File: src/common/diag_pkg.sv
// Shared constants and types for the I/O module diagnostic aggregator
package diag_pkg;
    localparam int CLK_HZ = 200_000_000;
    localparam int MS_TIME = 1;
    localparam int CYC_PER_MS = CLK_HZ / 1000 * MS_TIME;
    localparam int ACT_FILT_MS = 300;
    localparam int STATIC_FILT_MS = 100;
    localparam logic [7:0] SURV_DEFAULT_MS = 8'h50;
    localparam int NUM_SLOTS = 8;
    localparam int NUM_DIAG_BYTES = 5;

    localparam logic [15:0] BLOCK_VERSION = 16'h0101;
    localparam logic [15:0] USER_STRUCT_ID = 16'h8000;
    localparam logic [15:0] CHAN_MODULE = 16'h8000;
    localparam logic [15:0] ERR_UNDERVOLT = 16'h0002;
    localparam logic [15:0] ERR_SENSOR_SHORT = 16'h0102;
    localparam logic [15:0] ERR_ACT_SHORT_A = 16'h0100;
    localparam logic [15:0] ERR_ACT_SHORT_B = 16'h0101;
    localparam logic [15:0] CHAN_PROPS = 16'h0000;

    localparam int BIT_SENSOR_LOW = 0;
    localparam int BIT_ACT_LOW = 1;
    localparam int BIT_SENSOR_SHORT = 2;
    localparam int BIT_ACT_SHORT = 3;

    // Fault source index: 0 sensor low, 1 actuator low, 2..9 sensor short, 10..25 chan A/B
    localparam int NUM_FAULTS = 26;
    localparam int FIDX_SSHORT = 2;
    localparam int FIDX_CHAN = 10;

    typedef enum logic [1:0] {
        VAR_16DI,
        VAR_16DO,
        VAR_8DI8DO
    } variant_type;

    typedef enum {
        ALM_IDLE,
        ALM_SEND
    } alm_state_type;
endpackage

File: src/common/fault_if.sv
// Carrier of filtered fault flags between filter and aggregator
`timescale 1ns/1ps
`default_nettype none
interface fault_if;
    logic [diag_pkg::NUM_SLOTS-1:0] sensor_short;
    logic [diag_pkg::NUM_SLOTS-1:0] chan_a_fault;
    logic [diag_pkg::NUM_SLOTS-1:0] chan_b_fault;
    logic actuator_low;
    logic tick_ms;
    modport src (output sensor_short, chan_a_fault, chan_b_fault, actuator_low, tick_ms);
    modport dst (input sensor_short, chan_a_fault, chan_b_fault, actuator_low, tick_ms);
endinterface
`default_nettype wire

File: src/rtl/diag_aggregator.sv
// Diagnostic aggregator: filtering, output locking, diag image and alarms
// Contract
// - Actuator supply fault locks all active outputs until controller resets.
// - Actuator supply fault reported after fixed 300 ms filter.
// - Sensor supply out of window sets sensor-low bit and red indicator.
// - Sensor supply fault reported immediately, outputs untouched.
// - Diagnostic image holds up to five bytes, first to last.
// - 16-input layout: sensor short bit 2, sensor low bit 0, slots byte 2.
// - 16-output layout: flags byte 1, zero bytes 2-3, channel pairs bytes 4-5.
// - Mixed layout: all four flags, slots 4..1, channel pairs 8..5.
// - Alarms only sent while diagnostics enabled.
// - Diagnostic alarm on overload, short circuit and undervoltage.
// - Alarm on fault appearing and on fault going away.
// - Records use block version 0x0101 and structure id 0x8000.
// - Undervoltage entries use channel 0x8000 and error 0x0002.
// - Slot faults use slot number and short-circuit error codes.
// - One channel entry per fault present.
// - Short faults filtered by configurable 0-255 ms window; channel faults only inside that window after a switching edge, else fixed 100 ms.
// - Output fault locks both active channels of slot, or the one.
// - Actuator supply out of window sets actuator-low bit, except in the 16-input layout.
`timescale 1ns/1ps
`default_nettype none
module diag_aggregator
    import diag_pkg::*;
#(
    parameter int CYC_MS = CYC_PER_MS,
    parameter variant_type VARIANT = VAR_16DO
) (
    input wire logic i_clk,
    input wire logic i_rst,
    input wire logic [1:0] i_variant_unused,
    input wire logic [7:0] i_surv_ms,
    input wire logic i_diag_enable,
    input wire logic i_sensor_supply_bad,
    input wire logic i_actuator_supply_bad,
    input wire logic [NUM_SLOTS-1:0] i_sensor_short_raw,
    input wire logic [2*NUM_SLOTS-1:0] i_chan_fault_raw,
    input wire logic [2*NUM_SLOTS-1:0] i_out_target,
    input wire logic [2*NUM_SLOTS-1:0] i_lock_reset,
    input wire logic i_alarm_ack,
    input wire logic [4:0] i_entry_idx,
    output logic [2*NUM_SLOTS-1:0] o_out_drive,
    output logic [2*NUM_SLOTS-1:0] o_lock,
    output logic [8*NUM_DIAG_BYTES-1:0] o_diag_image,
    output logic [2:0] o_diag_len,
    output logic o_sensor_led_red,
    output logic o_actuator_led_red,
    output logic o_alarm_valid,
    output logic o_alarm_incoming,
    output logic [15:0] o_alarm_chan_num,
    output logic [15:0] o_alarm_err_type,
    output logic [15:0] o_block_version,
    output logic [15:0] o_user_struct_id,
    output logic [NUM_FAULTS-1:0] o_fault_present,
    output logic [15:0] o_entry_chan_num,
    output logic [15:0] o_entry_err_type,
    output logic [15:0] o_entry_props
);
    fault_if flt ();

    logic [2*NUM_SLOTS-1:0] lock_r;
    logic [2*NUM_SLOTS-1:0] chan_flt;
    logic [NUM_FAULTS-1:0] cur;
    logic [NUM_FAULTS-1:0] prev_r;
    logic [NUM_FAULTS-1:0] pend_r;
    logic [NUM_FAULTS-1:0] pend_nxt;
    logic [NUM_FAULTS-1:0] dir_r;
    logic [NUM_FAULTS-1:0] pend_dir_nxt;
    logic [4:0] pick;
    logic [4:0] sent_r;
    logic pick_ok;
    logic [7:0] byte1;
    logic [7:0] slot_flags;
    logic [8*NUM_DIAG_BYTES-1:0] img;
    logic [15:0] alm_chan;
    logic [15:0] alm_err;
    logic [15:0] ent_chan;
    logic [15:0] ent_err;
    alm_state_type state_r;

    fault_filter #(
        .CYC_MS(CYC_MS)
    ) u_filter (
        .i_clk(i_clk),
        .i_rst(i_rst),
        .i_surv_ms(i_surv_ms),
        .i_act_low_raw(i_actuator_supply_bad),
        .i_sshort_raw(i_sensor_short_raw),
        .i_chan_raw(i_chan_fault_raw),
        .i_out_state(o_out_drive),
        .flt(flt)
    );

    genvar s;
    for (s = 0; s < NUM_SLOTS; s++) begin : g_slot
        assign chan_flt[2*s] = flt.chan_a_fault[s];
        assign chan_flt[2*s+1] = flt.chan_b_fault[s];
        // Either channel fault locks every active channel of the slot
        always_ff @(posedge i_clk) begin
            if (i_rst) begin
                lock_r[2*s+1:2*s] <= '0;
            end else begin
                if (flt.chan_a_fault[s] || flt.chan_b_fault[s]) begin
                    lock_r[2*s+1:2*s] <= lock_r[2*s+1:2*s] | o_out_drive[2*s+1:2*s];
                end else if (flt.actuator_low) begin
                    lock_r[2*s+1:2*s] <= lock_r[2*s+1:2*s] | o_out_drive[2*s+1:2*s];
                end else begin
                    // Only controller reset releases a lock
                    lock_r[2*s+1:2*s] <= lock_r[2*s+1:2*s] & ~i_lock_reset[2*s+1:2*s];
                end
            end
        end
    end

    // Sensor supply fault does not feed the lock path
    always_ff @(posedge i_clk) begin
        if (i_rst) begin
            o_out_drive <= '0;
        end else begin
            // Mask in the same register so a locked channel never pulses on
            o_out_drive <= i_out_target & ~lock_r;
        end
    end

    always_ff @(posedge i_clk) begin
        if (i_rst) begin
            o_lock <= '0;
        end else begin
            o_lock <= lock_r;
        end
    end

    // Sensor low unfiltered
    assign cur = {chan_flt, flt.sensor_short, flt.actuator_low, i_sensor_supply_bad};

    always_comb begin
        byte1 = 8'h00;
        byte1[BIT_SENSOR_LOW] = i_sensor_supply_bad;
        byte1[BIT_ACT_LOW] = (VARIANT != VAR_16DI) && flt.actuator_low;
        byte1[BIT_SENSOR_SHORT] = (VARIANT != VAR_16DO) && |flt.sensor_short;
        byte1[BIT_ACT_SHORT] = (VARIANT != VAR_16DI) && |chan_flt;
        slot_flags = flt.sensor_short;
        img = '0;
        o_diag_len = 3'h2;
        // Byte 1 in the low lane, bytes presented first to last
        case (VARIANT)
            VAR_16DI: begin
                img[15:0] = {slot_flags, byte1};
                o_diag_len = 3'h2;
            end
            VAR_16DO: begin
                img[39:0] = {chan_flt[15:8], chan_flt[7:0], 16'h0000, byte1};
                o_diag_len = 3'h5;
            end
            default: begin
                img[23:0] = {chan_flt[15:8], 4'h0, slot_flags[3:0], byte1};
                o_diag_len = 3'h3;
            end
        endcase
    end

    always_ff @(posedge i_clk) begin
        if (i_rst) begin
            o_diag_image <= '0;
            o_fault_present <= '0;
        end else begin
            o_diag_image <= img;
            o_fault_present <= cur; // Entry per set bit
        end
    end

    always_ff @(posedge i_clk) begin
        if (i_rst) begin
            o_sensor_led_red <= 1'b0;
            o_actuator_led_red <= 1'b0;
        end else begin
            o_sensor_led_red <= i_sensor_supply_bad;
            o_actuator_led_red <= flt.actuator_low;
        end
    end

    // Every edge of every fault becomes a pending alarm while diagnostics are enabled
    always_comb begin
        pend_nxt = pend_r;
        pend_dir_nxt = dir_r;
        pick = '0;
        pick_ok = 1'b0;
        for (int i = NUM_FAULTS - 1; i >= 0; i--) begin
            if (pend_r[i]) begin
                pick = 5'(i);
                pick_ok = 1'b1;
            end
        end
        // Clear the index on the wire, not the lowest one pending now
        if (state_r == ALM_SEND && i_alarm_ack) begin
            pend_nxt[sent_r] = 1'b0;
        end
        // New edge wins over the clear in the same cycle
        for (int i = 0; i < NUM_FAULTS; i++) begin
            if (cur[i] != prev_r[i]) begin
                pend_nxt[i] = i_diag_enable; // Suppressed when off
                pend_dir_nxt[i] = cur[i];
            end
        end
        if (!i_diag_enable) begin
            pend_nxt = '0;
        end
    end

    always_ff @(posedge i_clk) begin
        if (i_rst) begin
            prev_r <= '0;
        end else begin
            prev_r <= cur;
        end
    end

    always_ff @(posedge i_clk) begin
        if (i_rst) begin
            pend_r <= '0;
        end else begin
            pend_r <= pend_nxt;
        end
    end

    always_ff @(posedge i_clk) begin
        if (i_rst) begin
            dir_r <= '0;
        end else begin
            dir_r <= pend_dir_nxt;
        end
    end

    diag_record_enc u_alm_enc (
        .i_idx(pick),
        .o_chan_num(alm_chan),
        .o_err_type(alm_err)
    );

    diag_record_enc u_ent_enc (
        .i_idx(i_entry_idx),
        .o_chan_num(ent_chan),
        .o_err_type(ent_err)
    );

    always_ff @(posedge i_clk) begin
        if (i_rst) begin
            state_r <= ALM_IDLE;
            sent_r <= '0;
            o_alarm_valid <= 1'b0;
            o_alarm_incoming <= 1'b0;
            o_alarm_chan_num <= '0;
            o_alarm_err_type <= '0;
        end else begin
            case (state_r)
                ALM_IDLE: begin
                    if (pick_ok && i_diag_enable) begin
                        state_r <= ALM_SEND;
                        sent_r <= pick;
                        o_alarm_valid <= 1'b1;
                        o_alarm_incoming <= dir_r[pick];
                        o_alarm_chan_num <= alm_chan;
                        o_alarm_err_type <= alm_err;
                    end
                end
                default: begin
                    if (i_alarm_ack || !i_diag_enable) begin
                        state_r <= ALM_IDLE;
                        o_alarm_valid <= 1'b0;
                    end
                end
            endcase
        end
    end

    always_ff @(posedge i_clk) begin
        if (i_rst) begin
            o_entry_chan_num <= '0;
            o_entry_err_type <= '0;
            o_entry_props <= '0;
        end else begin
            o_entry_chan_num <= ent_chan;
            o_entry_err_type <= ent_err;
            o_entry_props <= CHAN_PROPS;
        end
    end

    // Header reads zero in reset so a stale record is never taken as valid
    always_ff @(posedge i_clk) begin
        if (i_rst) begin
            o_block_version <= '0;
            o_user_struct_id <= '0;
        end else begin
            o_block_version <= BLOCK_VERSION;
            o_user_struct_id <= USER_STRUCT_ID;
        end
    end
endmodule
`default_nettype wire

File: src/rtl/fault_filter.sv
// Millisecond tick and per-fault debounce filters
`timescale 1ns/1ps
`default_nettype none
module fault_filter
    import diag_pkg::*;
#(
    parameter int CYC_MS = CYC_PER_MS
) (
    input wire logic i_clk,
    input wire logic i_rst,
    input wire logic [7:0] i_surv_ms,
    input wire logic i_act_low_raw,
    input wire logic [NUM_SLOTS-1:0] i_sshort_raw,
    input wire logic [2*NUM_SLOTS-1:0] i_chan_raw,
    input wire logic [2*NUM_SLOTS-1:0] i_out_state,
    fault_if.src flt
);
    logic [31:0] pre_r;
    logic tick_r;
    logic [2*NUM_SLOTS-1:0] out_prev_r;
    logic [7:0] since_edge_r [2*NUM_SLOTS];
    logic [8:0] cnt_r [NUM_FAULTS];
    logic [NUM_FAULTS-1:0] raw;
    logic [NUM_FAULTS-1:0] flt_r;

    always_ff @(posedge i_clk) begin
        if (i_rst || pre_r == 32'(CYC_MS - 1)) begin
            pre_r <= '0;
        end else begin
            pre_r <= pre_r + 32'h1;
        end
    end

    always_ff @(posedge i_clk) begin
        tick_r <= !i_rst && pre_r == 32'(CYC_MS - 1);
    end

    always_ff @(posedge i_clk) begin
        out_prev_r <= i_rst ? '0 : i_out_state;
    end

    assign raw = {i_chan_raw, i_sshort_raw, i_act_low_raw, 1'b0};

    genvar g;
    for (g = 0; g < NUM_FAULTS; g++) begin : g_flt
        logic [8:0] lim;
        if (g == 1) begin : g_act
            assign lim = 9'(ACT_FILT_MS); // Fixed, ignores the timeout
        end else if (g >= FIDX_CHAN) begin : g_ch
            // Switching edge opens the configured window, else static filter
            always_ff @(posedge i_clk) begin
                if (i_rst || i_out_state[g-FIDX_CHAN] != out_prev_r[g-FIDX_CHAN]) begin
                    since_edge_r[g-FIDX_CHAN] <= '0;
                end else if (tick_r && since_edge_r[g-FIDX_CHAN] != 8'hff) begin
                    since_edge_r[g-FIDX_CHAN] <= since_edge_r[g-FIDX_CHAN] + 8'h1;
                end
            end
            assign lim = (since_edge_r[g-FIDX_CHAN] < i_surv_ms) ?
                         {1'b0, i_surv_ms} : 9'(STATIC_FILT_MS);
        end else begin : g_ss
            assign lim = {1'b0, i_surv_ms};
        end
        always_ff @(posedge i_clk) begin
            if (i_rst || !raw[g]) begin
                cnt_r[g] <= '0;
                flt_r[g] <= 1'b0; // Clears once fault gone
            end else if (cnt_r[g] >= lim) begin
                flt_r[g] <= 1'b1;
            end else if (tick_r) begin
                cnt_r[g] <= cnt_r[g] + 9'h1;
            end
        end
    end

    assign flt.actuator_low = flt_r[1];
    assign flt.sensor_short = flt_r[FIDX_CHAN-1:FIDX_SSHORT];
    for (g = 0; g < NUM_SLOTS; g++) begin : g_map
        assign flt.chan_a_fault[g] = flt_r[FIDX_CHAN+2*g];
        assign flt.chan_b_fault[g] = flt_r[FIDX_CHAN+2*g+1];
    end
    assign flt.tick_ms = tick_r;
endmodule
`default_nettype wire

File: src/rtl/diag_record_enc.sv
// Encodes one channel diagnosis entry from a fault index
`timescale 1ns/1ps
`default_nettype none
module diag_record_enc
    import diag_pkg::*;
(
    input wire logic [4:0] i_idx,
    output logic [15:0] o_chan_num,
    output logic [15:0] o_err_type
);
    always_comb begin
        if (i_idx < 5'(FIDX_SSHORT)) begin
            o_chan_num = CHAN_MODULE; // Whole module
            o_err_type = ERR_UNDERVOLT;
        end else if (i_idx < 5'(FIDX_CHAN)) begin
            o_chan_num = 16'(i_idx - 5'(FIDX_SSHORT) + 5'h1);
            o_err_type = ERR_SENSOR_SHORT;
        end else begin
            o_chan_num = 16'(((i_idx - 5'(FIDX_CHAN)) >> 1) + 5'h1);
            o_err_type = i_idx[0] ? ERR_ACT_SHORT_B : ERR_ACT_SHORT_A;
        end
    end
endmodule
`default_nettype wire

File: config.mk
export PLATFORM = sky130hd
export DESIGN_NAME = diag_aggregator
export DESIGN_NICKNAME = d
export VERILOG_FILES = /design/src/common/diag_pkg.sv /design/src/common/fault_if.sv /design/src/rtl/diag_aggregator.sv /design/src/rtl/fault_filter.sv /design/src/rtl/diag_record_enc.sv
export SDC_FILE = /design/constraint.sdc
export NUM_CORES = 1
export LEC_CHECK = 0
export BUFFER_PORTS_ARGS = -buffer_cell sky130_fd_sc_hd__buf_2
export CAP_MARGIN = 20
export CORE_MARGIN = 2
export CORE_UTILIZATION = 40
export CTS_CLUSTER_SIZE = 8
export DETAILED_ROUTE_END_ITERATION = 10
export PLACE_DENSITY = 0.67
export RECOVER_POWER = 50
export SYNTH_ARGS = -nofsm -noshare
export SYNTH_HDL_FRONTEND = slang
export SYNTH_SLANG_ARGS = --single-unit
File: constraint.sdc
create_clock -name i_clk -period 5.44 [get_ports i_clk]
set_input_delay 0.544 -clock i_clk [delete_from_list [all_inputs] [get_ports i_clk]]
set_output_delay 0.544 -clock i_clk [all_outputs]
set_load 0.05 [all_outputs]
## After elaboration in Yosys (flattened, before gate mapping)

Memory sizes are Yosys's and may differ from the RTL's.
Cells that the tools add are included.
Widths: inputs -> output; s select.

- Add/subtract/negate cells: 50
- Magnitude comparators: 48
- Equality and inequality tests: 61
- Muxes and demuxes: 380
- Bitwise gates (word level): 70
- Reductions and logical operators: 132

Operators with widths:

| kind | number |
|---|---|
| $mux 1 | 265 |
| $mux 8 | 32 |
| $mux 9 | 26 |
| $add 9x1->9 const B | 25 |
| $ge 9x9->1 | 16 |
| $mux 5 | 26 |
| $add 8x1->8 const B | 16 |
| $lt 8x8->1 | 16 |
| $ne 8x8->1 const B | 16 |
| $mux 16 | 7 |
| $mux 32 | 3 |
| $ge 9x8->1 | 8 |
| $reduce_bool 2->1 | 27 |
| $logic_or 1x1->1 | 51 |
| $ne 1x1->1 | 42 |
| $or 1x1->1 | 41 |
| $mux 2 | 18 |
| $add 15x1->16 const B | 2 |
| $add 16x1->16 const B | 2 |
| $add 32x1->32 const B | 1 |
| $eq 32x18->1 const B | 1 |
| $eq 32x2->1 const B | 1 |
| $logic_not 32->1 | 1 |
| $logic_not 1->1 | 27 |
| other kinds (24) | 71 |

- Bits in registers: 377
- Memory bits (writable): 362
- Output and inout bits: 217
- Memories: 2

Memories:

| memory | words | width | read ports | clocked after Yosys merged registers in | write ports | RTL line | text |
|---|---|---|---|---|---|---|---|
| u_filter.cnt_r | 26 | 9 | 25 | 0 | 26 | fault_filter.sv:22 | `logic [8:0] cnt_r [NUM_FAULTS];` |
| u_filter.since_edge_r | 16 | 8 | 16 | 0 | 16 | fault_filter.sv:21 | `logic [7:0] since_edge_r [2*NUM_SLOTS];` |

## Depth between registers and ports, before layout

Gate-level depths: netlist (run 1).

- Word-level depth: 30
- Depth in mapped cells: 20
- Mapped depth without buffers: 18

## By module

Synthesis (run 1) repeated with hierarchy kept, for this count alone.

- Cells, all modules: 3,826
- Area total of the unflattened synthesis: 36,900.4 sq um

Modules (own cells, without submodules):

| module | instances | cells an instance | area an instance (sq um) |
|---|---|---|---|
| fault_filter | 1 | 2,777 | 27,885.5 |
| diag_aggregator | 1 | 859 | 7,773.7 |
| diag_record_enc | 2 | 95 | 620.6 |

## Worst setup path before layout (run 1)

Ideal clock, no wire load.

- Path type: in2reg
- Start point: input port i_surv_ms[1]
- End point: memory u_filter.cnt_r[15][0] (netlist: u_filter.cnt_r[1][63]), enable pin
- Arrival time: 4,825 ps
- Path slack: 228 ps
- Stages: 20
- Buffers on the path: 2
- Path through: clkbuf_1 > clkbuf_1 > inv_1 > ha_1 > a21o_1 > a21o_1 > a21o_1 > a21o_1 > a21oi_1 > o21a_1 > and2_1 > ha_1 > nand2b_1 > a21o_1 > a21o_1 > a21o_1 > a21o_1 > a21oi_1 > nor2_1 > o21ai_0

RTL lines:

| item | RTL line | text |
|---|---|---|
| from (decl) | diag_aggregator.sv:32 | `input wire logic [7:0] i_surv_ms,` |
| to (decl) | fault_filter.sv:22 |  |

==> summary.log, run 1 <==
[cts] number of gates resized after CTS 0
[cells_and_area] Area Growth Syn to Fin 12.38%
[timing] RSZ-0062 raised after global routing false
[critical_path] Worst Reg2Reg Path Length in Cells 18
[critical_path] r2r endpoint u_filter.cnt_r[2][62]
[synthesis] count of flip-flops with a built-in enable after synthesis 353
[timing] period utilization 78.37%
[timing] hold_ws 0.1657 ns
[placed_design] # port buffers 196
[synthesis] Synth Register Bits 597
[timing] Worst Tran Pin Value 3.161 ns
[synthesis] netlist area before placement 0.03506 sq mm
[timing] worst clock skew on the final layout 0.03484 ns
[detailed_routing] metal1 wirelength 39.35 mm
[critical_path] kind of critical path reg2reg
[floorplanning] core outline area 0.08675 sq mm
[placed_design] Placer Congestion 0.8508
[timing] worst setup slack after layout 1.177 ns
[critical_path] Critical Path Fanout Max 9
[cts] H-tree levels 3
[synthesis] area share of the leading cell type in the synthesized netlist 30.23%
[critical_path] flop-to-flop setup slack 1.18 ns
[detailed_routing] uppermost routed layer met5
[global_routing] grt ovf 0
[cells_and_area] Filler cells 8,286
[timing] post-route setup TNS 0 ns
[synthesis] synth cell count leaders 538 x nor2_1, 357 x ha_1, 353 x edfxtp_1
[detailed_routing] detailed-routed wire length on met3 5.995 mm
[synthesis] leading register cell type out of synthesis edfxtp_1
[detailed_routing] DR WL/cell 17.09 microns
[worst_hold_path] type of the tightest min-delay check in2reg
[detailed_routing] number of DRC markers in iteration 0 1,628
[cells_and_area] proportion of layout cells with a drive suffix above 1 6.868%
[power_and_ir_drop] worst vdd rail ir drop 221.6 uV
[cells_and_area] final standard cell utilization of the core 45.42%
[synthesis] most area-hungry cell type in the Yosys netlist edfxtp_1
[cts] number of setup buffers added after CTS 0
[critical_path] type of element capturing the critical path flip-flop
[critical_path] crit path from u_filter.since_edge_r[1][33]
[timing] number of endpoints failing setup at the final stage 0
[timing] Tmin final 4.263 ns
[power_and_ir_drop] Power Dens Cells 310.2 mW/mm^2
[synthesis] fraction of the yosys area taken by sequential cells 44.17%
[synthesis] synthesized netlist cell count 3,577
[timing] count of pins over their slew limit 129
[global_routing] largest net degree at the start of global routing 77
[floorplanning] Die Height 300.1 microns
[flow_run] number of max-cap violations 3
[floorplanning] floorplan die width 300.1 microns
[critical_path] data arrival at the endpoint of the critical path 4.61 ns
[synthesis] average cell area after synthesis 9.802 sq um
[floorplanning] cell row count 108
[cts] Hold Buf Count CTS 0
[cts] Inserted Clock Buffers 85
[synthesis] Distinct cells, synth 63
[detailed_routing] via count 25,850
[synthesis] share of synthesized registers carrying an async set or reset 0%
[detailed_routing] wire length reported by the detailed router 85.91 mm
[global_routing] antenna violations before repair 3
[synthesis] leading cell type by number of instances after synthesis nor2_1
[critical_path] worst setup path endpoint u_filter.cnt_r[2][62]
[cts] clk buf depth 3
[cells_and_area] final-stage net count 4,252
[cts] root buf cell clkbuf_16
[synthesis] count of warnings emitted by yosys 0
[global_routing] GRT Overall Usage 18.95%
[cts] number of sinks driven by the clock tree 597
[global_routing] wire length of the first global-routing pass 135.2 mm
[detailed_routing] total DRC errors in the routed layout 0
[status] violated checks capacitance limit, slew limit
[cts] clock insertion delay at the later pin of the skew report 0.65 ns
[detailed_routing] first-pass iteration count of the detailed router 5
[global_routing] vias in the first global route 24,780
[power_and_ir_drop] leakage 16.58 nW
[cts] TritonCTS clock tree yes
[floorplanning] Ports 294
[status] outcome complete, but fails checks
[critical_path] required time at the worst-slack endpoint 5.78 ns
[timing] Max transition margin -110.7%
[cts] Clock Pin Slew Worst Setup and Hold Paths 0.05 ns
[placed_design] post-detailed-placement half-perimeter wirelength 60.02 mm
[placed_design] DP Worst Slack 0.6199 ns
[worst_hold_path] hold path startpoint i_out_target[7]
[timing] final hold violations 0
[timing] achievable frequency 234.6 MHz
[floorplanning] Total Die Area 0.09004 sq mm
[synthesis] top cells by area in the synthesized netlist edfxtp_1 30%, dfxtp_1 14%, ha_1 13%, nor2_1 5.8%, xor2_1 5.0%
[critical_path] Critical Path Start Type flip-flop
[cells_and_area] # diodes 0
[detailed_routing] number of antenna-violating nets in the routed design 0
[floorplanning] effective utilization at floorplan 40.41%
[detailed_routing] per-cell via count in the routed design 5.141
[critical_path] Worst R2R Start u_filter.since_edge_r[1][33]
[detailed_routing] length of routed met2 wiring 37.79 mm
-- worst max-delay path: stages (launching register included) --
cell      delay (ns)
edfxtp_1        0.47
ha_1            0.31
a21o_1          0.16
a21o_1          0.17
a21o_1          0.17
a21o_1          0.18
a21oi_1         0.16
o21a_1          0.47
and2_1          0.20
ha_1            0.22
nand2b_1        0.14
a21o_1          0.17
a21o_1          0.17
a21o_1          0.17
a21o_1          0.17
a21oi_1         0.18
nor2_1          0.08
o21ai_0         0.15
buf_4           0.20
-- cell usage in the layout (no fill, tap or decap), types with 91 or more instances in the layout --
| master | instances |
|---|---|
| nand2b_1 | 110 |
| xnor2_1 | 113 |
| conb_1 | 95 |
| a21oi_1 | 111 |
| edfxtp_1 | 353 |
| nand3_1 | 173 |
| clkbuf_1 | 173 |
| xor2_1 | 202 |
| nand2_1 | 260 |
| a21o_1 | 161 |
| nor2b_1 | 91 |
| nor2_1 | 537 |
| ha_1 | 357 |
| dfxtp_1 | 244 |
| inv_1 | 98 |
-- metal layers --
| layer | track usage, % | vias to the layer above |
|---|---|---|
| li1 | - | 12810 |
| met1 | 25.71 | 12260 |
| met2 | 29.41 | 621 |
| met3 | 4.632 | 151 |
| met4 | 6.714 | 4 |
| met5 | 0 | - |
-- cell type report --
cell class                 count  area [sq um]  area share (%)
timing repair buffer         253          1277           3.242
clock buffer                 138          2400           6.090
multi-input combinational   2780         18360           46.59
clock inverter                 4         60.06          0.1524
tap                         1155          1445           3.668
sequential                   597         15480           39.30
inverter                     101         379.1          0.9621
-- power breakdown --
group	internal, mW	switching (mW)
Sequential	5.03	0.276
Combinational	0.696	1.24
Clock	2.98	2.00
Total	8.71	3.51
-- worst min path at each step --
stage / to / slack [ns] / cells past startpoint
detailed placement: o_out_drive[14] / 0.43 / 1
global placement: o_out_drive[14] / 0.42 / 1
finish: o_out_drive[7] / 0.17 / 2
global route: o_out_drive[7] / 0.15 / 2
CTS: o_diag_image[0] / 0.12 / 2
floorplan: o_out_drive[14] / 0.41 / 1
-- cell families (layout without fill, tap and decap cells) --
kind of cell,Yosys count,after routing,synth area share (%)
xor gates and xnor gates,316,316,7.947
AOI/OAI and AO/OA,526,526,9.874
other,2,95,0.02142
and+or+nand+nor,1471,1471,20.15
adders and majority gates,357,357,12.74
buffers and inverters,293,496,4.496
muxes,15,15,0.6067
DFF,597,597,44.17
-- registers in the layout (all words and copies together), names as in the netlist, 3 cells and up --
| register | count |
|---|---|
| u_filter.cnt_r | 225 |
| u_filter.since_edge_r | 128 |
| u_filter.pre_r | 32 |
| dir_r | 26 |
| pend_r | 26 |
| o_diag_image | 19 |
| lock_r | 16 |
| o_lock | 16 |
| o_out_drive | 16 |
| u_filter.out_prev_r | 16 |
| o_alarm_chan_num | 15 |
| o_entry_chan_num | 14 |
| prev_r | 8 |
| u_filter.flt.chan_a_fault | 8 |
| u_filter.flt.chan_b_fault | 8 |
| u_filter.flt.sensor_short | 8 |
| sent_r | 5 |
| o_alarm_err_type | 3 |
| o_entry_err_type | 3 |
-- per-stage QoR --
| step | cell area (sq um) | std cells | power [mW] |
|---|---|---|---|
| after CTS | 39570 | 5028 | 12.34 |
| after detailed placement | 37110 | 4886 | 7.329 |
| final | 39400 | 5028 | 12.22 |
| after global routing | 39400 | 5028 | 12.73 |
| after global placement | 37110 | 4886 | 7.288 |
| after floorplan | 35410 | 3670 | 6.859 |
(Power assumes the default switching activity.)
==> inputs of run 2 (changes only) <==
clock period = 3.6 ns   (was 5.44 ns; I/O delays follow)
==> summary.log, run 2 (synthesis gave the netlist of run 1 again) <==
[status] outcome complete, but fails checks [unchanged]
[status] violated checks capacitance limit, slew limit, setup timing [was capacitance limit, slew limit]
[timing] Max transition margin -29.51% [was -110.7%]
[timing] count of pins over their slew limit 136 [was 129]
[detailed_routing] DR WL/cell 17.54 microns [was 17.09 microns]
[floorplanning] Ports 294 [unchanged]
[cells_and_area] footprint of the multi-input gates 0.01924 sq mm [was 0.01836 sq mm]
[timing] achievable frequency 271.4 MHz [was 234.6 MHz]
[cts] Clock Pin Slew Worst Setup and Hold Paths 0.05 ns [about the same]
[power_and_ir_drop] worst vdd rail ir drop 333.0 uV [was 221.6 uV]
[cells_and_area] flip-flop count of the largest register after layout 225 [unchanged]
[cts] H-tree levels 3 [unchanged]
[global_routing] largest net degree at the start of global routing 74 [was 77]
[detailed_routing] via count 27,090 [was 25,850]
[detailed_routing] total DRC errors in the routed layout 0 [unchanged]
[critical_path] required time at the worst-slack endpoint 3.95 ns [was 5.78 ns]
[timing] worst setup slack after layout -0.08472 ns [was 1.177 ns]
[cts] number of sinks driven by the clock tree 597 [unchanged]
[cells_and_area] area used by sequential logic in the layout 0.01548 sq mm [unchanged]
[critical_path] Critical Path Start Type flip-flop [unchanged]
[detailed_routing] number of DRC markers in iteration 0 1,668 [was 1,628]
[power_and_ir_drop] leakage 18.03 nW [was 16.58 nW]
[flow_run] number of max-cap violations 2 [was 3]
[cts] Inserted Clock Buffers 85 [unchanged]
[timing] number of endpoints failing setup at the final stage 74 [was 0]
[detailed_routing] number of antenna-violating nets in the routed design 0 [unchanged]
[floorplanning] floorplan die width 300.1 microns [unchanged]
[cells_and_area] Largest Register u_filter.cnt_r [unchanged]
[placed_design] post-detailed-placement half-perimeter wirelength 64.28 mm [was 60.02 mm]
[cells_and_area] most common cell after layout, fill and taps aside nor2_1 [unchanged]
[timing] Tmin final 3.685 ns [was 4.263 ns]
[floorplanning] effective utilization at floorplan 40.41% [unchanged]
[placed_design] # port buffers 196 [unchanged]
[global_routing] vias in the first global route 26,450 [was 24,780]
[global_routing] antenna violations before repair 2 [was 3]
[timing] final hold violations 0 [unchanged]
[cts] TritonCTS clock tree yes [unchanged]
[cells_and_area] highest-count cells in the layout ignoring fill and taps 450 x nor2_1, 353 x edfxtp_1, 342 x ha_1, 252 x nand2_1, 244 x dfxtp_1 [was 537 x nor2_1, 357 x ha_1, 353 x edfxtp_1, 260 x nand2_1, 244 x dfxtp_1]
[worst_hold_path] type of the tightest min-delay check in2reg [unchanged]
[floorplanning] Die Height 300.1 microns [unchanged]
[timing] period utilization 102.4% [was 78.37%]
[placed_design] Placed Instances 5,038 [was 4,886]
[detailed_routing] per-cell via count in the routed design 5.149 [was 5.141]
[critical_path] type of element capturing the critical path flip-flop [unchanged]
[cts] clk buf depth 3 [unchanged]
[floorplanning] cell row count 108 [unchanged]
[timing] RSZ-0062 raised after global routing true [was false]
[placed_design] placement-stage cell area 0.03870 sq mm [was 0.03711 sq mm]
[timing] post-route setup TNS -2.192 ns [was 0 ns]
[critical_path] kind of critical path reg2reg [unchanged]
[cts] root buf cell clkbuf_16 [unchanged]
[cells_and_area] proportion of layout cells with a drive suffix above 1 16.87% [was 6.868%]
[floorplanning] Total Die Area 0.09004 sq mm [unchanged]
[detailed_routing] wire length reported by the detailed router 92.29 mm [was 85.91 mm]
[cells_and_area] # diodes 0 [unchanged]
[global_routing] GRT Overall Usage 20.09% [was 18.95%]
[placed_design] Placer Congestion 0.8416 [was 0.8508]
[global_routing] grt ovf 0 [unchanged]
[cells_and_area] Filler cells 8,024 [was 8,286]
[timing] Worst Tran Pin Value 1.943 ns [was 3.161 ns]
[critical_path] data arrival at the endpoint of the critical path 4.03 ns [was 4.61 ns]
[timing] worst clock skew on the final layout 0.02513 ns [was 0.03484 ns]
[floorplanning] core outline area 0.08675 sq mm [unchanged]
[critical_path] Critical Path Fanout Max 6 [was 9]
[cts] clock insertion delay at the later pin of the skew report 0.64 ns [was 0.65 ns]
[cells_and_area] Top Registers u_filter.cnt_r x225, u_filter.since_edge_r x128, u_filter.pre_r x32 [unchanged]
[cells_and_area] Area Growth Syn to Fin 21.03% [was 12.38%]
[detailed_routing] first-pass iteration count of the detailed router 5 [unchanged]
[cells_and_area] post-route non-filler standard cell count 5,262 [was 5,028]
[global_routing] wire length of the first global-routing pass 143.3 mm [was 135.2 mm]
[cells_and_area] final standard cell area without fillers 0.04243 sq mm [was 0.03940 sq mm]
[power_and_ir_drop] Overall Power 18.94 mW [was 12.22 mW]
[cells_and_area] final-stage net count 4,490 [was 4,252]
[power_and_ir_drop] Power Dens Cells 446.3 mW/mm^2 [was 310.2 mW/mm^2]
[cells_and_area] final standard cell utilization of the core 48.91% [was 45.42%]
-- run 2: cell count changes in the layout (fill, tap and decap cells not counted), moves of 17 or more --
cell / delta
a21oi_2: +30
nor2_2: +71
dlygate4sd3_1: +17
buf_4: +151
o21ai_0: -17
nor2_1: -87
buf_6: +42
a21oi_1: -30
-- run 2: area by class of cell --
cell class	count	share of cell area, %
multi-input combinational	2780	45.34
sequential	597	36.49
timing repair buffer	491	8.224
clock buffer	130	5.411
tap	1155	3.406
inverter	101	0.9023
clock inverter	8	0.2300
-- run 2: per-stage QoR --
stage | hold slack [ns] | setup slack, ns
floorplan | 0.4062 | -0.7583
global placement | 0.4209 | -0.6912
detailed placement | 0.4221 | -0.7150
CTS | 0.01122 | -0.09702
global route | 0.04227 | -0.2525
finish | 0.03421 | -0.08472
-- run 2: critical path, cell delays in order (launching register included) --
cell,delay [ns]
edfxtp_1,0.39
ha_1,0.30
a21o_1,0.17
a21o_1,0.16
a21o_1,0.15
a21o_1,0.16
a21oi_2,0.12
o21a_1,0.19
buf_6,0.12
buf_4,0.12
and2_1,0.13
ha_1,0.22
or2_2,0.26
a211oi_1,0.38
nor2_2,0.10
o21ai_2,0.18
buf_4,0.15
buf_12,0.10
-- run 2: repair_timing --
| action | in CTS | in global routing |
|---|---|---|
| hold buffers | 17 | 0 |
| pin swaps | 233 | 52 |
| resized for setup | 107 | 142 |
| hold endpoints to repair | 17 | 0 |
| setup endpoints to repair | 223 | 296 |
| buffers inserted | 59 | 13 |
| gates cloned | 14 | 8 |
-- run 2: routing by layer --
layer	wire, microns	track usage [%]
met3	6140	4.184
met5	13	0
met2	41000	31.85
met1	41700	26.92
met4	3427	7.702
-- run 2: worst paths after layout --
check | startpoint | to | slack (ns) | cells past startpoint
worst max register to register | u_filter.since_edge_r[0][1] | u_filter.cnt_r[1][20] | -0.08 | 17
worst min register to register | lock_r[14] | o_out_drive[14] | 0.43 | 1
worst min-delay path | i_lock_reset[2] | lock_r[2] | 0.03 | 4
worst max-delay path | u_filter.since_edge_r[0][1] | u_filter.cnt_r[1][20] | -0.08 | 17
-- run 2: power by group --
| part | leakage (nW) | switching (mW) | internal, mW |
|---|---|---|---|
| Combinational | 11.0 | 2.08 | 1.45 |
| Clock | 1.15 | 2.99 | 4.41 |
| Sequential | 5.86 | 0.409 | 7.60 |
| Total | 18.0 | 5.48 | 13.5 |
==> inputs of run 3 (changes only) <==
ABC_AREA = 1   (was not set)
==> summary.log, run 3 <==
[synthesis] Post-Synth Adder-Cell Area 12.73% [was 12.74%]
[detailed_routing] via count 28,250 [was 27,090]
[timing] Tmin final 3.332 ns [was 3.685 ns]
[synthesis] netlist area before placement 0.03510 sq mm [was 0.03506 sq mm]
[cts] Clock Pin Slew Worst Setup and Hold Paths 0.05 ns [about the same]
[timing] Worst Tran Pin Value 1.522 ns [was 1.943 ns]
[flow_run] number of max-cap violations 1 [was 2]
[critical_path] Critical Path Start Type flip-flop [unchanged]
[synthesis] count of warnings emitted by yosys 0 [unchanged]
[synthesis] share of the synthesized netlist area taken by xor and xnor gates 4.217% [was 7.947%]
[synthesis] leading cell type by number of instances after synthesis nor2_1 [unchanged]
[cells_and_area] flip-flop count of the largest register after layout 225 [unchanged]
[synthesis] post-synthesis compound-gate area fraction 7.511% [was 9.874%]
[power_and_ir_drop] combinational cell fraction of total power 16.7% [was 18.6%]
[worst_hold_path] Hold Path Stages 3 [was 4]
[floorplanning] effective utilization at floorplan 40.40% [was 40.41%]
[floorplanning] Ports 294 [unchanged]
[cells_and_area] Largest Register u_filter.cnt_r [unchanged]
[floorplanning] core outline area 0.08689 sq mm [was 0.08675 sq mm]
[timing] count of pins over their slew limit 33 [was 136]
[timing] number of endpoints failing setup at the final stage 0 [was 74]
[power_and_ir_drop] Power Internal 13.03 mW [was 13.46 mW]
[detailed_routing] total DRC errors in the routed layout 0 [unchanged]
[critical_path] depth of the critical timing path with buffers and inverters included 19 [was 17]
[synthesis] fraction of the yosys area taken by sequential cells 44.11% [was 44.17%]
[synthesis] share of synthesized area spent on multiplexers 0% [was 0.6067%]
[critical_path] WP buf/inv 1 [was 4]
[synthesis] average cell area after synthesis 8.524 sq um [was 9.802 sq um]
[power_and_ir_drop] sequential fraction of design power 42.7% [was 42.3%]
[synthesis] synthesized netlist cell count 4,118 [was 3,577]
[cells_and_area] highest-count cells in the layout ignoring fill and taps 771 x nor2_1, 614 x nand2_1, 431 x inv_1, 357 x ha_1, 353 x edfxtp_1 [was 450 x nor2_1, 353 x edfxtp_1, 342 x ha_1, 252 x nand2_1, 244 x dfxtp_1]
[global_routing] wire length of the first global-routing pass 140.2 mm [was 143.3 mm]
[floorplanning] Total Die Area 0.09014 sq mm [was 0.09004 sq mm]
[floorplanning] floorplan die width 300.2 microns [was 300.1 microns]
[cts] root buf cell clkbuf_16 [unchanged]
[status] outcome complete, but fails checks [unchanged]
[critical_path] type of element capturing the critical path flip-flop [unchanged]
[cells_and_area] footprint of the multi-input gates 0.01722 sq mm [was 0.01924 sq mm]
[cells_and_area] most common cell after layout, fill and taps aside nor2_1 [unchanged]
[detailed_routing] number of DRC markers in iteration 0 2,076 [was 1,668]
[status] violated checks capacitance limit, slew limit [was capacitance limit, slew limit, setup timing]
[critical_path] Critical Path Max Stage Delay 0.44 ns [was 0.39 ns]
[critical_path] cell chain of the critical path ha_1 > o21a_1 > o211ai_1 > nand2_1 > nand4_1 > nand2_1 > inv_1 > nand2_1 > ha_1 > nand2_1 > o211ai_1 > nand3_1 > nand2_1 > nand3_1 > nand2_1 > nand2_1 > nand2_1 > nor2_1 > or2_2 [was ha_1 > a21o_1 > a21o_1 > a21o_1 > a21o_1 > a21oi_2 > o21a_1 > buf_6 > buf_4 > and2_1 > ha_1 > or2_2 > a211oi_1 > nor2_2 > o21ai_2 > buf_4 > buf_12]
[synthesis] top cells by area in the synthesized netlist edfxtp_1 30%, dfxtp_1 14%, ha_1 13%, nor2_1 8.3%, nand2_1 6.6% [was edfxtp_1 30%, dfxtp_1 14%, ha_1 13%, nor2_1 5.8%, xor2_1 5.0%]
[critical_path] Worst path slowest cell edfxtp_1 [unchanged]
[cts] clock insertion delay at the later pin of the skew report 0.64 ns [about the same]
[cts] H-tree levels 3 [unchanged]
[critical_path] Top delay family on crit path simple AND/OR/NAND/NOR gates [was compound AO/OA/AOI/OAI gates]
[critical_path] Worst Reg2Reg Path Length in Cells 19 [was 17]
[cts] TritonCTS clock tree yes [unchanged]
[synthesis] Synth Register Bits 597 [unchanged]
[cells_and_area] Top Registers u_filter.cnt_r x225, u_filter.since_edge_r x128, u_filter.pre_r x32 [unchanged]
[cells_and_area] Filler cells 8,302 [was 8,024]
[synthesis] area share of the leading cell type in the synthesized netlist 30.20% [was 30.23%]
[cells_and_area] proportion of layout cells with a drive suffix above 1 7.443% [was 16.87%]
[cts] Inserted Clock Buffers 84 [was 85]
[synthesis] count of flip-flops with a built-in enable after synthesis 353 [unchanged]
[critical_path] cell repeated most along the worst path nand2_1 [was a21o_1]
[synthesis] most area-hungry cell type in the Yosys netlist edfxtp_1 [unchanged]
[timing] Max transition margin -1.463% [was -29.51%]
[global_routing] largest net degree at the start of global routing 104 [was 74]
[synthesis] share of synthesized registers carrying an async set or reset 0% [unchanged]
[critical_path] data arrival at the endpoint of the critical path 3.69 ns [was 4.03 ns]
[placed_design] post-detailed-placement half-perimeter wirelength 62.80 mm [was 64.28 mm]
[cells_and_area] area used by sequential logic in the layout 0.01548 sq mm [unchanged]
[cts] number of sinks driven by the clock tree 597 [unchanged]
[power_and_ir_drop] Switching Share 29.82% [was 28.92%]
[timing] RSZ-0062 raised after global routing false [was true]
[power_and_ir_drop] Power Dens Cells 461.2 mW/mm^2 [was 446.3 mW/mm^2]
[global_routing] GRT Overall Usage 19.39% [was 20.09%]
[power_and_ir_drop] worst vdd rail ir drop 320.4 uV [was 333.0 uV]
[critical_path] kind of critical path reg2reg [unchanged]
[synthesis] leading register cell type out of synthesis edfxtp_1 [unchanged]
[timing] period utilization 92.54% [was 102.4%]
[power_and_ir_drop] relative contribution of the clock network to total power 40.6% [was 39.1%]
[cts] number of setup buffers added after CTS 0 [was 59]
[cells_and_area] Area Growth Syn to Fin 14.63% [was 21.03%]
[placed_design] # port buffers 196 [unchanged]
[timing] achievable frequency 300.2 MHz [was 271.4 MHz]
[worst_hold_path] type of the tightest min-delay check in2reg [unchanged]
[detailed_routing] number of antenna-violating nets in the routed design 0 [unchanged]
[timing] final hold violations 0 [unchanged]
[timing] hold_ws 0.04098 ns [was 0.03421 ns]
[detailed_routing] first-pass iteration count of the detailed router 5 [unchanged]
[global_routing] vias in the first global route 26,960 [was 26,450]
[floorplanning] Die Height 300.2 microns [was 300.1 microns]
[power_and_ir_drop] leakage 17.40 nW [was 18.03 nW]
[placed_design] Placer Congestion 0.8628 [was 0.8416]
[critical_path] Critical Path Fanout Max 9 [was 6]
[critical_path] required time at the worst-slack endpoint 3.95 ns [about the same]
[global_routing] antenna violations before repair 4 [was 2]
[cts] clk buf depth 3 [unchanged]
[timing] worst setup slack after layout 0.2685 ns [was -0.08472 ns]
[synthesis] dominant combinational cell family by area after synthesis simple AND/OR/NAND/NOR gates [unchanged]
[floorplanning] cell row count 108 [unchanged]
[synthesis] Distinct cells, synth 52 [was 63]
[power_and_ir_drop] power dissipated by switching net loads 5.534 mW [was 5.476 mW]
[synthesis] simple-gate share of the synthesized area 23.46% [was 20.15%]
[cells_and_area] final-stage net count 4,874 [was 4,490]
[detailed_routing] wire length reported by the detailed router 88.38 mm [was 92.29 mm]
[global_routing] grt ovf 0 [unchanged]
[detailed_routing] DR WL/cell 15.62 microns [was 17.54 microns]
[synthesis] synth cell count leaders 772 x nor2_1, 614 x nand2_1, 436 x inv_1 [was 538 x nor2_1, 357 x ha_1, 353 x edfxtp_1]
[timing] worst clock skew on the final layout 0.04274 ns [was 0.02513 ns]
[placed_design] DP Worst Slack -0.06973 ns [was -0.7150 ns]
[detailed_routing] per-cell via count in the routed design 4.991 [was 5.149]
## run 3: changes by cell type after synthesis, sizes merged, moves of 62 or more
cell	before	now
xor2	202	140
nand3	173	238
a21oi	112	240
and2	87	2
inv	101	441
nand2b	110	0
nor2	538	781
nor2b	92	0
a21o	161	1
nand2	260	620
xnor2	114	29
## run 3: cell type report
class	count	share of cell area, %
diodes	3	0.01866
clock buffers	142	5.896
clock inverters	5	0.2363
inverters	446	4.204
multi-input cells	2992	42.79
flip-flops and latches	597	38.48
well taps	1155	3.592
repair buffers	319	4.783
## run 3: worst paths after layout
check,startpoint,to,slack (ns)
hold reg to reg,lock_r[15],o_out_drive[15],0.41
hold / removal,i_sensor_short_raw[7],u_filter.flt.sensor_short[7],0.04
setup / recovery,u_filter.since_edge_r[1][33],u_filter.cnt_r[2][60],0.27
setup reg to reg,u_filter.since_edge_r[1][33],u_filter.cnt_r[2][60],0.27
## run 3: cell families after synthesis
group / count (synthesis)
flops: 597
buf+inv: 622
compound gates: 469
fa+ha+maj: 357
other cells: 2
simple gates: 1902
xor+xnor: 169
## run 3: power groups by stage
stage               registers (mW)  clock network [mW]  logic (mW)
global placement              8.05                   0        2.95
floorplan                     8.23                   0        2.00
detailed placement            8.06                   0        3.03
finish                        7.93                7.54        3.09
CTS                           7.92                7.69        3.08
global route                  7.98                7.95        3.44
## run 3: timing repair
item                                    4_1_cts  5_1_grt
hold endpoints to repair                     39        0
endpoints found under the setup margin        0        5
hold buffers                                 38        0
resized for setup                             0        9
## run 3: metal layers
| metal | part of all wire (%) | routed length, microns | track usage (%) | vias up |
|---|---|---|---|---|
| li1 | - | - | - | 14270 |
| met1 | 46 | 40370 | 25.77 | 13110 |
| met2 | 46 | 40800 | 32.32 | 696 |
| met3 | 5.2 | 4572 | 2.645 | 162 |
| met4 | 3.0 | 2617 | 6.738 | 2 |
| met5 | 0.015 | 13 | 0 | - |
## run 3: metrics by stage
stage               setup TNS, ns  util (%)  cells  power (mW)  area, sq um
finish                          0     46.31   5659       18.56        40240
global route                    0     46.31   5659       19.37        40240
CTS                             0     46.43   5649       18.70        40340
detailed placement        -0.6907     43.15   5464       11.09        37490
global placement                0     43.15   5464       11.00        37490
floorplan                       0         -   4211       10.24        35480
## run 3: tightest hold or removal path, stage by stage
cell and delay, ns:
buf_2 0.14, nand2_1 0.08, a31oi_1 0.04
